--- config.mk ---
export PLATFORM = sky130hd
export DESIGN_NAME = shreg4_core
export DESIGN_NICKNAME = d
export VERILOG_FILES = /design/src/hw/shreg4_pkg.sv /design/src/hw/shreg4_core.sv
export VERILOG_INCLUDE_DIRS = /design/src /design/src/hw
export SDC_FILE = /design/constraint.sdc
export NUM_CORES = 1
export LEC_CHECK = 0
export ABC_AREA = 1
export CAP_MARGIN = 20
export CORE_UTILIZATION = 40
export CTS_CLUSTER_DIAMETER = 80
export DETAILED_ROUTE_END_ITERATION = 8
export DONT_BUFFER_PORTS = 1
export PLACE_DENSITY = 0.65
export SYNTH_ARGS = -nofsm -noshare
export SYNTH_HDL_FRONTEND = slang
export SYNTH_SLANG_ARGS = --single-unit
--- constraint.sdc ---
create_clock -name CLK -period 1.3 [get_ports CLK]
set_input_delay 0.195 -clock CLK [delete_from_list [all_inputs] [get_ports CLK]]
set_output_delay 0.195 -clock CLK [all_outputs]
set_load 0.1 [all_outputs]
--- src/hw/shreg4_consts.svh ---
// Constants for the four-stage shift register: offsets, fields, reset values
`ifndef SHREG4_CONSTS_SVH
`define SHREG4_CONSTS_SVH

// ----------------------------------------------------------------
// Register byte offsets
// ----------------------------------------------------------------
`define SHREG4_OFS_CTRL      8'h00
`define SHREG4_OFS_STAT      8'h04

// ----------------------------------------------------------------
// Control register fields and reset value
// ----------------------------------------------------------------
`define SHREG4_CTRL_RUN_BIT  0
`define SHREG4_CTRL_RST      32'h0000_0001

// ----------------------------------------------------------------
// Status register fields
// ----------------------------------------------------------------
`define SHREG4_STAT_STG_LSB  0
`define SHREG4_STAT_OUT_LSB  8

// ----------------------------------------------------------------
// AXI response codes
// ----------------------------------------------------------------
`define SHREG4_RESP_OKAY     2'h0
`define SHREG4_RESP_SLVERR   2'h2

`endif

--- src/hw/shreg4_pkg.sv ---
// Types shared by the four-stage shift register design
package shreg4_pkg;

	// Transfer mode chosen by the load-select pin
	typedef enum logic {
		MODE_SERIAL,
		MODE_PARALLEL
	} mode_e;

	// Write channel progress of the register slave
	typedef enum logic [1:0] {
		WR_COLLECT,
		WR_RESPOND
	} wr_state_e;

endpackage
--- src/hw/shreg4_core.sv ---
// Four-stage parallel/serial shift register with JK entry and register slave
//
// Notes on behaviour
// [RQ1] Serial mode: stages two to four chain
// [RQ2] Load-select high: all stages load parallel
// [RQ3] Parallel entry only while load-select high
// [RQ4] Stages change only on rising clock
// [RQ5] Polarity high: outputs show stored bits
// [RQ6] Polarity low: outputs show complements
// [RQ7] Polarity acts at once, no clock
// [RQ8] First stage uses JK logic serially
// [RQ9] Tied J and K: plain D stage
// [RQ10] Reset clears all stages asynchronously
// [RQ11] Stages hold contents while clock stopped
// [RQ12] K active low: load, hold, toggle
// [RQ13] Reset clears stages to zero
//
// Decided for this implementation: the AXI4-Lite slave port and the placing of the registers.
`include "shreg4_consts.svh"
`timescale 1ns/10ps
`default_nettype none

module shreg4_core #(
	parameter int STAGES = 4 // Register length
) (
	// Clock and reset
	input  wire logic              CLK,
	input  wire logic              SYS_RST,
	// Data and mode pins to and from surrounding logic
	input  wire logic              LOAD_SEL,
	input  wire logic              TRUE_SEL,
	input  wire logic              SER_J,
	input  wire logic              SER_K_N,
	input  wire logic [STAGES-1:0] PAR_D,
	output logic      [STAGES-1:0] DATA_OUT,
	// AXI4-Lite write address
	input  wire logic [7:0]        S_AXI_AWADDR,
	input  wire logic              S_AXI_AWVALID,
	output logic                   S_AXI_AWREADY,
	// AXI4-Lite write data
	input  wire logic [31:0]       S_AXI_WDATA,
	input  wire logic [3:0]        S_AXI_WSTRB,
	input  wire logic              S_AXI_WVALID,
	output logic                   S_AXI_WREADY,
	// AXI4-Lite write response
	output logic [1:0]             S_AXI_BRESP,
	output logic                   S_AXI_BVALID,
	input  wire logic              S_AXI_BREADY,
	// AXI4-Lite read address
	input  wire logic [7:0]        S_AXI_ARADDR,
	input  wire logic              S_AXI_ARVALID,
	output logic                   S_AXI_ARREADY,
	// AXI4-Lite read data
	output logic [31:0]            S_AXI_RDATA,
	output logic [1:0]             S_AXI_RRESP,
	output logic                   S_AXI_RVALID,
	input  wire logic              S_AXI_RREADY
);

	// ----------------------------------------------------------------
	// Elaboration checks
	// ----------------------------------------------------------------
	// The status word holds stages and outputs in two byte fields
	if (STAGES < 2 || STAGES > 8) begin : g_bad_len
		$error("STAGES must lie between 2 and 8");
	end

	// ----------------------------------------------------------------
	// Declarations
	// ----------------------------------------------------------------
	logic [STAGES-1:0]     stage;       // Stored bits, stage one is bit 0
	// A net, so that every stage bit has exactly one continuous driver
	wire logic [STAGES-1:0] next_stage; // Value taken at the next edge
	logic                  run;         // Software clock gate; low freezes stages
	shreg4_pkg::mode_e     mode;        // Decoded load-select
	shreg4_pkg::wr_state_e wr_state;    // Write channel progress
	logic                  aw_held;     // Write address taken
	logic                  w_held;      // Write data taken
	logic [7:0]            aw_addr;     // Captured write address
	logic [31:0]           w_data;      // Captured write data
	logic [3:0]            w_strb;      // Captured byte enables

	// ----------------------------------------------------------------
	// Helpers
	// ----------------------------------------------------------------
	// JK entry with K active low: 00 clear, 11 set, 01 hold, 10 toggle
	function automatic logic jk_next(input logic j, input logic k_n, input logic q);
		case ({j, k_n})
			2'h0:    jk_next = 1'b0;
			2'h3:    jk_next = 1'b1;
			2'h1:    jk_next = q;
			2'h2:    jk_next = ~q;
			default: jk_next = q;
		endcase
	endfunction

	// Register selection, shared by the read and write paths
	function automatic logic is_reg(input logic [7:0] a, input logic [7:0] ofs);
		is_reg = (a == ofs);
	endfunction

	// ----------------------------------------------------------------
	// Stage datapath
	// ----------------------------------------------------------------
	assign mode = LOAD_SEL ? shreg4_pkg::MODE_PARALLEL : shreg4_pkg::MODE_SERIAL;

	// First stage: parallel bit or JK result
	assign next_stage[0] = (mode == shreg4_pkg::MODE_PARALLEL) ? PAR_D[0] : // [RQ2] [RQ3]
	                       jk_next(SER_J, SER_K_N, stage[0]);                // [RQ8] [RQ9] [RQ12]

	// Later stages: parallel bit or previous stage
	// One assign per bit keeps each slice with a single driver
	for (genvar i = 1; i < STAGES; i++) begin : g_chain
		assign next_stage[i] = (mode == shreg4_pkg::MODE_PARALLEL) ? PAR_D[i] : // [RQ2] [RQ3]
		                       stage[i-1];                                        // [RQ1]
	end

	// Stage flip-flops; run low stands in for a stopped clock
	always_ff @(posedge CLK or posedge SYS_RST) begin // [RQ4]
		if (SYS_RST) begin
			stage <= '0;                       // [RQ10] [RQ13]
		end else if (run) begin
			stage <= next_stage;
		end else begin
			stage <= stage;                    // [RQ11]
		end
	end

	// Polarity is applied after the flops so it needs no edge
	assign DATA_OUT = TRUE_SEL ? stage : ~stage; // [RQ5] [RQ6] [RQ7]

	// ----------------------------------------------------------------
	// Register slave: write path
	// ----------------------------------------------------------------
	// Address and data are taken in either order; response follows both
	always_ff @(posedge CLK or posedge SYS_RST) begin
		if (SYS_RST) begin
			wr_state      <= shreg4_pkg::WR_COLLECT;
			aw_held       <= 1'b0;
			w_held        <= 1'b0;
			aw_addr       <= 8'h00;
			w_data        <= 32'h0000_0000;
			w_strb        <= 4'h0;
			S_AXI_AWREADY <= 1'b0;
			S_AXI_WREADY  <= 1'b0;
			S_AXI_BVALID  <= 1'b0;
			S_AXI_BRESP   <= `SHREG4_RESP_OKAY;
		end else begin
			case (wr_state)
				shreg4_pkg::WR_COLLECT: begin
					// Ready is raised one cycle, then dropped on the handshake
					if (S_AXI_AWVALID && S_AXI_AWREADY) begin
						aw_held       <= 1'b1;
						aw_addr       <= S_AXI_AWADDR;
						S_AXI_AWREADY <= 1'b0;
					end else begin
						S_AXI_AWREADY <= !aw_held && S_AXI_AWVALID;
					end
					if (S_AXI_WVALID && S_AXI_WREADY) begin
						w_held       <= 1'b1;
						w_data       <= S_AXI_WDATA;
						w_strb       <= S_AXI_WSTRB;
						S_AXI_WREADY <= 1'b0;
					end else begin
						S_AXI_WREADY <= !w_held && S_AXI_WVALID;
					end
					if (aw_held && w_held) begin
						S_AXI_BVALID <= 1'b1;
						S_AXI_BRESP  <= (is_reg(aw_addr, `SHREG4_OFS_CTRL) ||
						                 is_reg(aw_addr, `SHREG4_OFS_STAT)) ?
						                `SHREG4_RESP_OKAY : `SHREG4_RESP_SLVERR;
						wr_state     <= shreg4_pkg::WR_RESPOND;
					end
				end
				shreg4_pkg::WR_RESPOND: begin
					if (S_AXI_BREADY) begin
						S_AXI_BVALID <= 1'b0;
						aw_held      <= 1'b0;
						w_held       <= 1'b0;
						wr_state     <= shreg4_pkg::WR_COLLECT;
					end
				end
				default: begin
					wr_state <= shreg4_pkg::WR_COLLECT;
				end
			endcase
		end
	end

	// Control register: only the run bit is writable, status is read-only
	always_ff @(posedge CLK or posedge SYS_RST) begin
		if (SYS_RST) begin
			// Only the run bit of the reset word is kept
			run <= 1'(`SHREG4_CTRL_RST >> `SHREG4_CTRL_RUN_BIT);
		end else if (wr_state == shreg4_pkg::WR_COLLECT && aw_held && w_held &&
		             is_reg(aw_addr, `SHREG4_OFS_CTRL) && w_strb[0]) begin
			run <= w_data[`SHREG4_CTRL_RUN_BIT];
		end
	end

	// ----------------------------------------------------------------
	// Register slave: read path
	// ----------------------------------------------------------------
	// One read at a time; data appears the cycle after the address
	always_ff @(posedge CLK or posedge SYS_RST) begin
		if (SYS_RST) begin
			S_AXI_ARREADY <= 1'b0;
			S_AXI_RVALID  <= 1'b0;
			S_AXI_RDATA   <= 32'h0000_0000;
			S_AXI_RRESP   <= `SHREG4_RESP_OKAY;
		end else if (S_AXI_RVALID) begin
			if (S_AXI_RREADY) begin
				S_AXI_RVALID <= 1'b0;
			end
		end else if (S_AXI_ARVALID && S_AXI_ARREADY) begin
			S_AXI_ARREADY <= 1'b0;
			S_AXI_RVALID  <= 1'b1;
			S_AXI_RRESP   <= `SHREG4_RESP_OKAY;
			S_AXI_RDATA   <= 32'h0000_0000;
			if (is_reg(S_AXI_ARADDR, `SHREG4_OFS_CTRL)) begin
				S_AXI_RDATA[`SHREG4_CTRL_RUN_BIT] <= run;
			end else if (is_reg(S_AXI_ARADDR, `SHREG4_OFS_STAT)) begin
				// Stored bits and the pin view side by side
				S_AXI_RDATA[`SHREG4_STAT_STG_LSB +: STAGES] <= stage;
				S_AXI_RDATA[`SHREG4_STAT_OUT_LSB +: STAGES] <= DATA_OUT;
			end else begin
				S_AXI_RRESP <= `SHREG4_RESP_SLVERR; // Unmapped reads return zero
			end
		end else begin
			S_AXI_ARREADY <= S_AXI_ARVALID;
		end
	end

	for (genvar i = 1; i < STAGES; i++) begin : g_chk_chain

	end
endmodule // shreg4_core

`default_nettype wire

==> metrics.md, run 1 <==
| Metric | Value |
|---|---|
| Core ar. | `3770 µm²` |
| Reg2Reg Depth | `7` |
| Finished Layout Cells | `258` |
| WL/cell | `11.9 µm` |
| Num ports | `112` |
| Synth Cell Area | `1610 µm²` |
| Number of global-route vias before repair | `1113` |
| CP max stage cell | `dfrtp_2` |
| IO buf count | `0` |
| Register area share after synthesis | `49.7%` |
| CP Data Required Time | `1.11 ns` |
| Clock Latency Late Sink | `0.28 ns` |
| Slew margin rel. | `65.1%` |
| Power per cell area | `2660 nW/µm²` |
| Kind of end point of the critical path | `output port` |
| Detailed-placement wirelength estimate | `2430 µm` |
| Largest net degree at the start of global routing | `21` |
| Vias per std cell | `4.55` |
| Cells after Synth | `176` |
| Final Hold Viols | `0` |
| Max incr delay on CP | `0.45 ns` |
| Starting Density | `42.8%` |
| Post-layout util | `54.2%` |
| Die Height | `65.5 µm` |
| Clk buf depth | `2` |
| GRT overflow | `0` |
| RD Place Congestion | `0.734` |
| Root Driver | `clkbuf_8` |
| Biggest regs | `S_AXI_RDATA: 8 flops, aw_addr: 8 flops, stage: 4 flops` |
| Hold Crit Depth | `1` |
| Vias | `1175` |
| # diodes | `0` |
| Max Cap Viol | `0` |
| Endpoints failing setup | `2` |
| RSZ-0062 raised after global routing | `yes` |
| Maximum level of the CTS H-tree | `2` |
| Synth cell types | `23` |
| RR Endpoint | `run$_DFFE_PP1P_` |
| Rows | `22` |
| Final design area excluding fillers | `2040 µm²` |
| Cell Area, Placed | `1880 µm²` |
| Reg2reg setup slack | `0.09 ns` |
| RR Startpoint | `S_AXI_BVALID$_DFFE_PP0P_` |
| CTS tree | `yes` |
| Max Clk Rate | `758 MHz` |
| Clock period minus worst slack | `1.32 ns` |
| Met1 Usage GRT | `17.7%` |
| EDFF count, synth | `0` |
| First-pass GRT wire length | `4920 µm` |
| Drt pass-1 iters | `4` |
| Routing usage on met3 | `5.21%` |
| Share of layout cells above drive strength 1 | `31.4%` |
| Worst setup margin | `-0.0193 ns` |
| Routing usage on met2 | `26.3%` |
| Initial antenna violation count | `0` |
| Top_reg_cell synth | `dfrtp_1` |
| Ys async rst share | `100%` |
| Critical path, cell by cell | `xnor2_4, buf_12` |
| Status | `finished, violations left` |
| Final Slew Violations | `0` |
| Final antenna-violating net count | `0` |
| Failing checks | `negative setup slack` |
| Worst-Margin Slew | `0.523 ns` |
| Yosys warnings | `0` |
| Most used routing layer | `met2` |
| VDD IR max | `1200 µV` |
| Post-synthesis register bit count | `32` |
| FILL cells | `346` |
| Worst EP arrival | `1.12 ns` |
| CP Buf/Inv Count | `1` |
| Avg Inst Size Synth | `9.17 µm²` |
| Area delta synth->final | `26.6%` |
| Final Skew | `0.00808 ns` |
| Startpoint Class | `flip-flop` |
| WL final | `3070 µm` |
| Worst Min Path Start | `S_AXI_RREADY` |
| Dominant delay contributor by cell family on the critical path | `flip-flops` |
| Detailed-route DRC error count | `0` |
| Setup TNS | `-0.0299 ns` |
| Die X | `65.5 µm` |
| Drt first-iter violations | `29` |
| Reg area | `823 µm²` |
| TritonCTS buffer count | `5` |
| Sink Count | `32` |
| Gr usage total | `15.6%` |
| Critical path class | `reg -> out` |
| Worst hold path type | `in -> reg` |
| Leakage power | `1.04 nW` |
| Period utilization | `101%` |
| Worst Hold End | `S_AXI_RVALID$_DFF_PP0_` |
| Clock-pin slew on the worst setup and hold paths | `0.07 ns` |
| Nets | `276` |
| Multi-input logic area | `719 µm²` |
| Die area | `4290 µm²` |
| Placed Cells | `241` |
| Crit path max fanout | `2` |
-- cell families after synthesis --
logic type	Yosys count	synth area share, %
AOI/OAI and AO/OA	20	6.82
and+or+nand+nor	66	18.3
muxes	9	6.28
other	1	0.232
buffers and inverters	44	16.5
xor gates and xnor gates	4	2.17
DFF	32	49.7
-- Yosys cell counts (2+ instances only) --
cell,instances,area [µm²]
xnor2_1,4,35.0
nand2_1,35,131
nor2_1,14,52.6
a31oi_1,5,31.3
mux2_2,9,101
a21oi_1,9,45.0
buf_4,26,195
nand3_1,12,60.1
inv_1,13,48.8
nor3_1,2,10.0
buf_2,2,10.0
dfrtp_1,31,776
o21ai_0,4,20.0
-- power breakdown --
group,total (mW),internal (mW),switching (mW)
combinational,3.03,0.933,2.10
sequential,1.69,1.41,0.280
clock,0.725,0.372,0.353
total,5.44,2.71,2.73
-- timing repair --
item,CTS,global route
hold buffers,1,0
gates resized for setup,1,3
pin swaps,3,0
hold endpoints to repair,11,0
buffers inserted,5,3
setup endpoints to repair,4,5
-- how the worst max path moves through the flow --
| stage | startpoint | endpoint | cells past startpoint | slack [ns] |
|---|---|---|---|---|
| 3_5_place_dp | S_AXI_RVALID$_DFF_PP0_ | S_AXI_RRESP[1]$_DFFE_PP0P_ | 5 | 0.10 |
| 4_1_cts | stage[1]$_DFFE_PP0P_ | DATA_OUT[1] | 2 | -0.03 |
| 3_3_place_gp | S_AXI_BVALID$_DFFE_PP0P_ | w_data[0]$_DFFE_PP0P_ | 3 | 0.14 |
| 6_report | stage[3]$_DFFE_PP0P_ | DATA_OUT[3] | 2 | -0.02 |
| 2_1_floorplan | stage[0]$_DFFE_PP0P_ | S_AXI_RDATA[8]$_DFFE_PP0P_ | 3 | -0.06 |
| 5_1_grt | stage[3]$_DFFE_PP0P_ | DATA_OUT[3] | 2 | -0.06 |
-- worst reg2reg max path: stages (launching register included) --
cell and delay (ns):
dfrtp_4 0.49, inv_4 0.10, nand3_1 0.10, inv_1 0.09, and2_2 0.17, nand2_1 0.06
nand2_1 0.07, nand2_1 0.06
-- placed cells by master, fill, tap and decap left out, types with 2 or more instances in the layout --
| cell | instances |
|---|---|
| clkbuf_8 | 5 |
| buf_12 | 5 |
| dfrtp_1 | 22 |
| clkinv_2 | 2 |
| buf_4 | 24 |
| nand3_1 | 11 |
| dfrtp_4 | 4 |
| conb_1 | 26 |
| o21ai_0 | 3 |
| a21oi_1 | 9 |
| nand2_1 | 35 |
| a31oi_1 | 5 |
| xnor2_4 | 4 |
| inv_1 | 13 |
| dfrtp_2 | 5 |
| nor2_1 | 14 |
| nor3_1 | 2 |
| mux2_2 | 9 |
-- per-stage QoR --
| stage | setup slack (ns) | hold slack [ns] | power (mW) |
|---|---|---|---|
| floorplan | -0.0567 | 0.288 | 4.01 |
| global placement | 0.137 | 0.132 | 4.50 |
| detailed placement | 0.104 | 0.147 | 4.60 |
| CTS | -0.0279 | 0.0155 | 5.44 |
| global route | -0.0621 | 0.0250 | 5.73 |
| finish | -0.0193 | 0.0169 | 5.44 |
-- per-layer routing --
metal | vias to the layer above | part of all wire, %
met2 | 45 | 52
li1 | 586 | -
met1 | 539 | 40
met3 | 5 | 7.0
met4 | 0 | 1.6
met5 | - | 0
-- area by class of cell --
class	instances	area share [%]
repair buffers	30	14.2
clock buffers	5	3.37
clock inverters	3	0.919
well taps	48	2.94
multi-input cells	125	35.2
flip-flops and latches	32	40.3
inverters	15	3.06
(Power assumes the default switching activity.)
==> run 2, diff against run 1 <==
--- a/config.mk
+++ b/config.mk
@@ -8,6 +8,7 @@
 export LEC_CHECK = 0
 export ABC_AREA = 1
 export CAP_MARGIN = 20
+export CORE_ASPECT_RATIO = 1.4
 export CORE_UTILIZATION = 40
 export CTS_CLUSTER_DIAMETER = 80
 export DETAILED_ROUTE_END_ITERATION = 8
==> run 2 against run 1 <==
The run now ends clean. Clock power up 6.9%. Register-to-register slack about the same. Worst setup slack better by 0.026 ns. Critical path type unchanged. Critical endpoint unchanged. Highest routed layer unchanged.
==> metrics.md, run 2 (same netlist as run 1, synthesis figures left out) <==
| Metric | Value |
|---|---|
| Core ar. | `3880 µm²` |
| RD Place Congestion | `0.678` |
| WL/cell | `11.5 µm` |
| Root Driver | `clkbuf_8` |
| Final Skew | `0.00288 ns` |
| Die area | `4300 µm²` |
| IO buf count | `0` |
| Area delta synth->final | `27.1%` |
| Critical path class | `reg -> out` |
| Clk buf depth | `2` |
| Final design area excluding fillers | `2050 µm²` |
| Number of global-route vias before repair | `1093` |
| Vias | `1185` |
| Max Clk Rate | `773 MHz` |
| Power per cell area | `2650 nW/µm²` |
| Num ports | `112` |
| Detailed-route DRC error count | `0` |
| Final Power | `5.44 mW` |
| # diodes | `0` |
| Nets | `279` |
| Final Hold Viols | `0` |
| Worst EP arrival | `1.10 ns` |
| Sink Count | `32` |
| Maximum level of the CTS H-tree | `2` |
| Drt pass-1 iters | `4` |
| Pre-CTS WS | `0.102 ns` |
| VDD IR max | `1910 µV` |
| Startpoint Class | `flip-flop` |
| WL final | `2940 µm` |
| Largest net degree at the start of global routing | `33` |
| Starting Density | `41.5%` |
| Drt first-iter violations | `23` |
| GRT overflow | `0` |
| Biggest regs | `S_AXI_RDATA: 8 flops, aw_addr: 8 flops, stage: 4 flops` |
| Cell Area, Placed | `1860 µm²` |
| Die Height | `77.2 µm` |
| Endpoints failing setup | `0` |
| Worst hold path type | `in -> reg` |
| DRT met1 WL | `1030 µm` |
| First-pass GRT wire length | `4790 µm` |
| CTS tree | `yes` |
| Status | `complete, no violations` |
| Clock period minus worst slack | `1.29 ns` |
| Post-layout util | `52.8%` |
| TritonCTS buffer count | `5` |
| RSZ-0062 raised after global routing | `yes` |
| Period utilization | `99.5%` |
| CP Data Required Time | `1.11 ns` |
| Most frequent cells in the layout | `nand2_1, conb_1, buf_4` |
| Die X | `55.7 µm` |
| Worst setup margin | `0.00662 ns` |
| Final antenna-violating net count | `0` |
| Kind of end point of the critical path | `output port` |
| Met3 wire length | `250 µm` |
| Max layer used | `met4` |
| Leakage power | `1.05 nW` |
| Met2 WL | `1650 µm` |
| Commonest non-fill, non-tap cell in the layout | `nand2_1` |
| Max Cap Viol | `0` |
| Clock-pin slew on the worst setup and hold paths | `0.07 ns` |
| Clock Latency Late Sink | `0.28 ns` |
| Gr usage total | `14.2%` |
| Final Slew Violations | `0` |
| Vias per std cell | `4.63` |
| Share of layout cells above drive strength 1 | `31.0%` |
| Detailed-placement wirelength estimate | `2250 µm` |
| Initial antenna violation count | `0` |
| Crit path max fanout | `2` |
| Rows | `27` |
-- run 2: cell types whose count changed in the layout (fill, tap and decap cells not counted), sizes merged --
cell | before | now
clkinv | 3 | 2
buf | 29 | 30
clkbuf | 5 | 6
dlygate4sd3 | 1 | 3
-- run 2: layout make-up --
| class | instances | area (µm²) |
|---|---|---|
| fill | 358 | 1830 |
| sequential | 32 | 823 |
| multi-input combinational | 125 | 714 |
| timing repair buffer | 33 | 305 |
| clock buffer | 6 | 82.6 |
| inverter | 15 | 62.6 |
| tap | 43 | 53.8 |
| clock inverter | 2 | 10.0 |
-- run 2: routing by layer --
layer	vias up	global-route usage [%]
li1	583	-
met1	546	13.6
met2	54	26.3
met3	2	6.24
met4	0	5.25
met5	-	0
-- run 2: worst paths after layout --
| path | from | endpoint | slack (ns) | cells past startpoint |
|---|---|---|---|---|
| min reg2reg | S_AXI_RDATA[11]$_DFFE_PP0P_ | S_AXI_RDATA[11]$_DFFE_PP0P_ | 0.48 | 2 |
| min | LOAD_SEL | stage[1]$_DFFE_PP0P_ | 0.06 | 2 |
| max in group asynchronous | SYS_RST | run$_DFFE_PP1P_ | 0.51 | 3 |
| max reg2reg | S_AXI_RVALID$_DFF_PP0_ | S_AXI_RDATA[3]$_DFFE_PP0P_ | 0.10 | 6 |
| min in group asynchronous | SYS_RST | S_AXI_BVALID$_DFFE_PP0P_ | 0.46 | 3 |
| max | stage[3]$_DFFE_PP0P_ | DATA_OUT[3] | 0.007 | 2 |
-- run 2: what timing repair did --
action                     in CTS  in global routing
gates resized for setup         1                  2
hold endpoints to repair       32                  1
setup endpoints to repair       4                  5
pin swaps                       3                  0
buffers inserted                5                  3
hold buffers                    2                  1
-- run 2: critical path: stages, from the launching register on --
cell and delay [ns]:
dfrtp_2 0.44, xnor2_4 0.18, buf_12 0.20
-- run 2: power by group --
group	leakage [nW]	switching [mW]	internal, mW
clock network	0.0510	0.353	0.422
registers	0.379	0.259	1.41
logic	0.616	2.06	0.940
-- run 2: metrics by stage --
stage	hold WS (ns)	cells	TNS [ns]
finish	0.0602	256	0
global route	0.0450	256	-0.140
CTS	0.00405	252	-0.0263
detailed placement	0.206	237	0
global placement	0.199	237	0
floorplan	0.288	201	-0.142
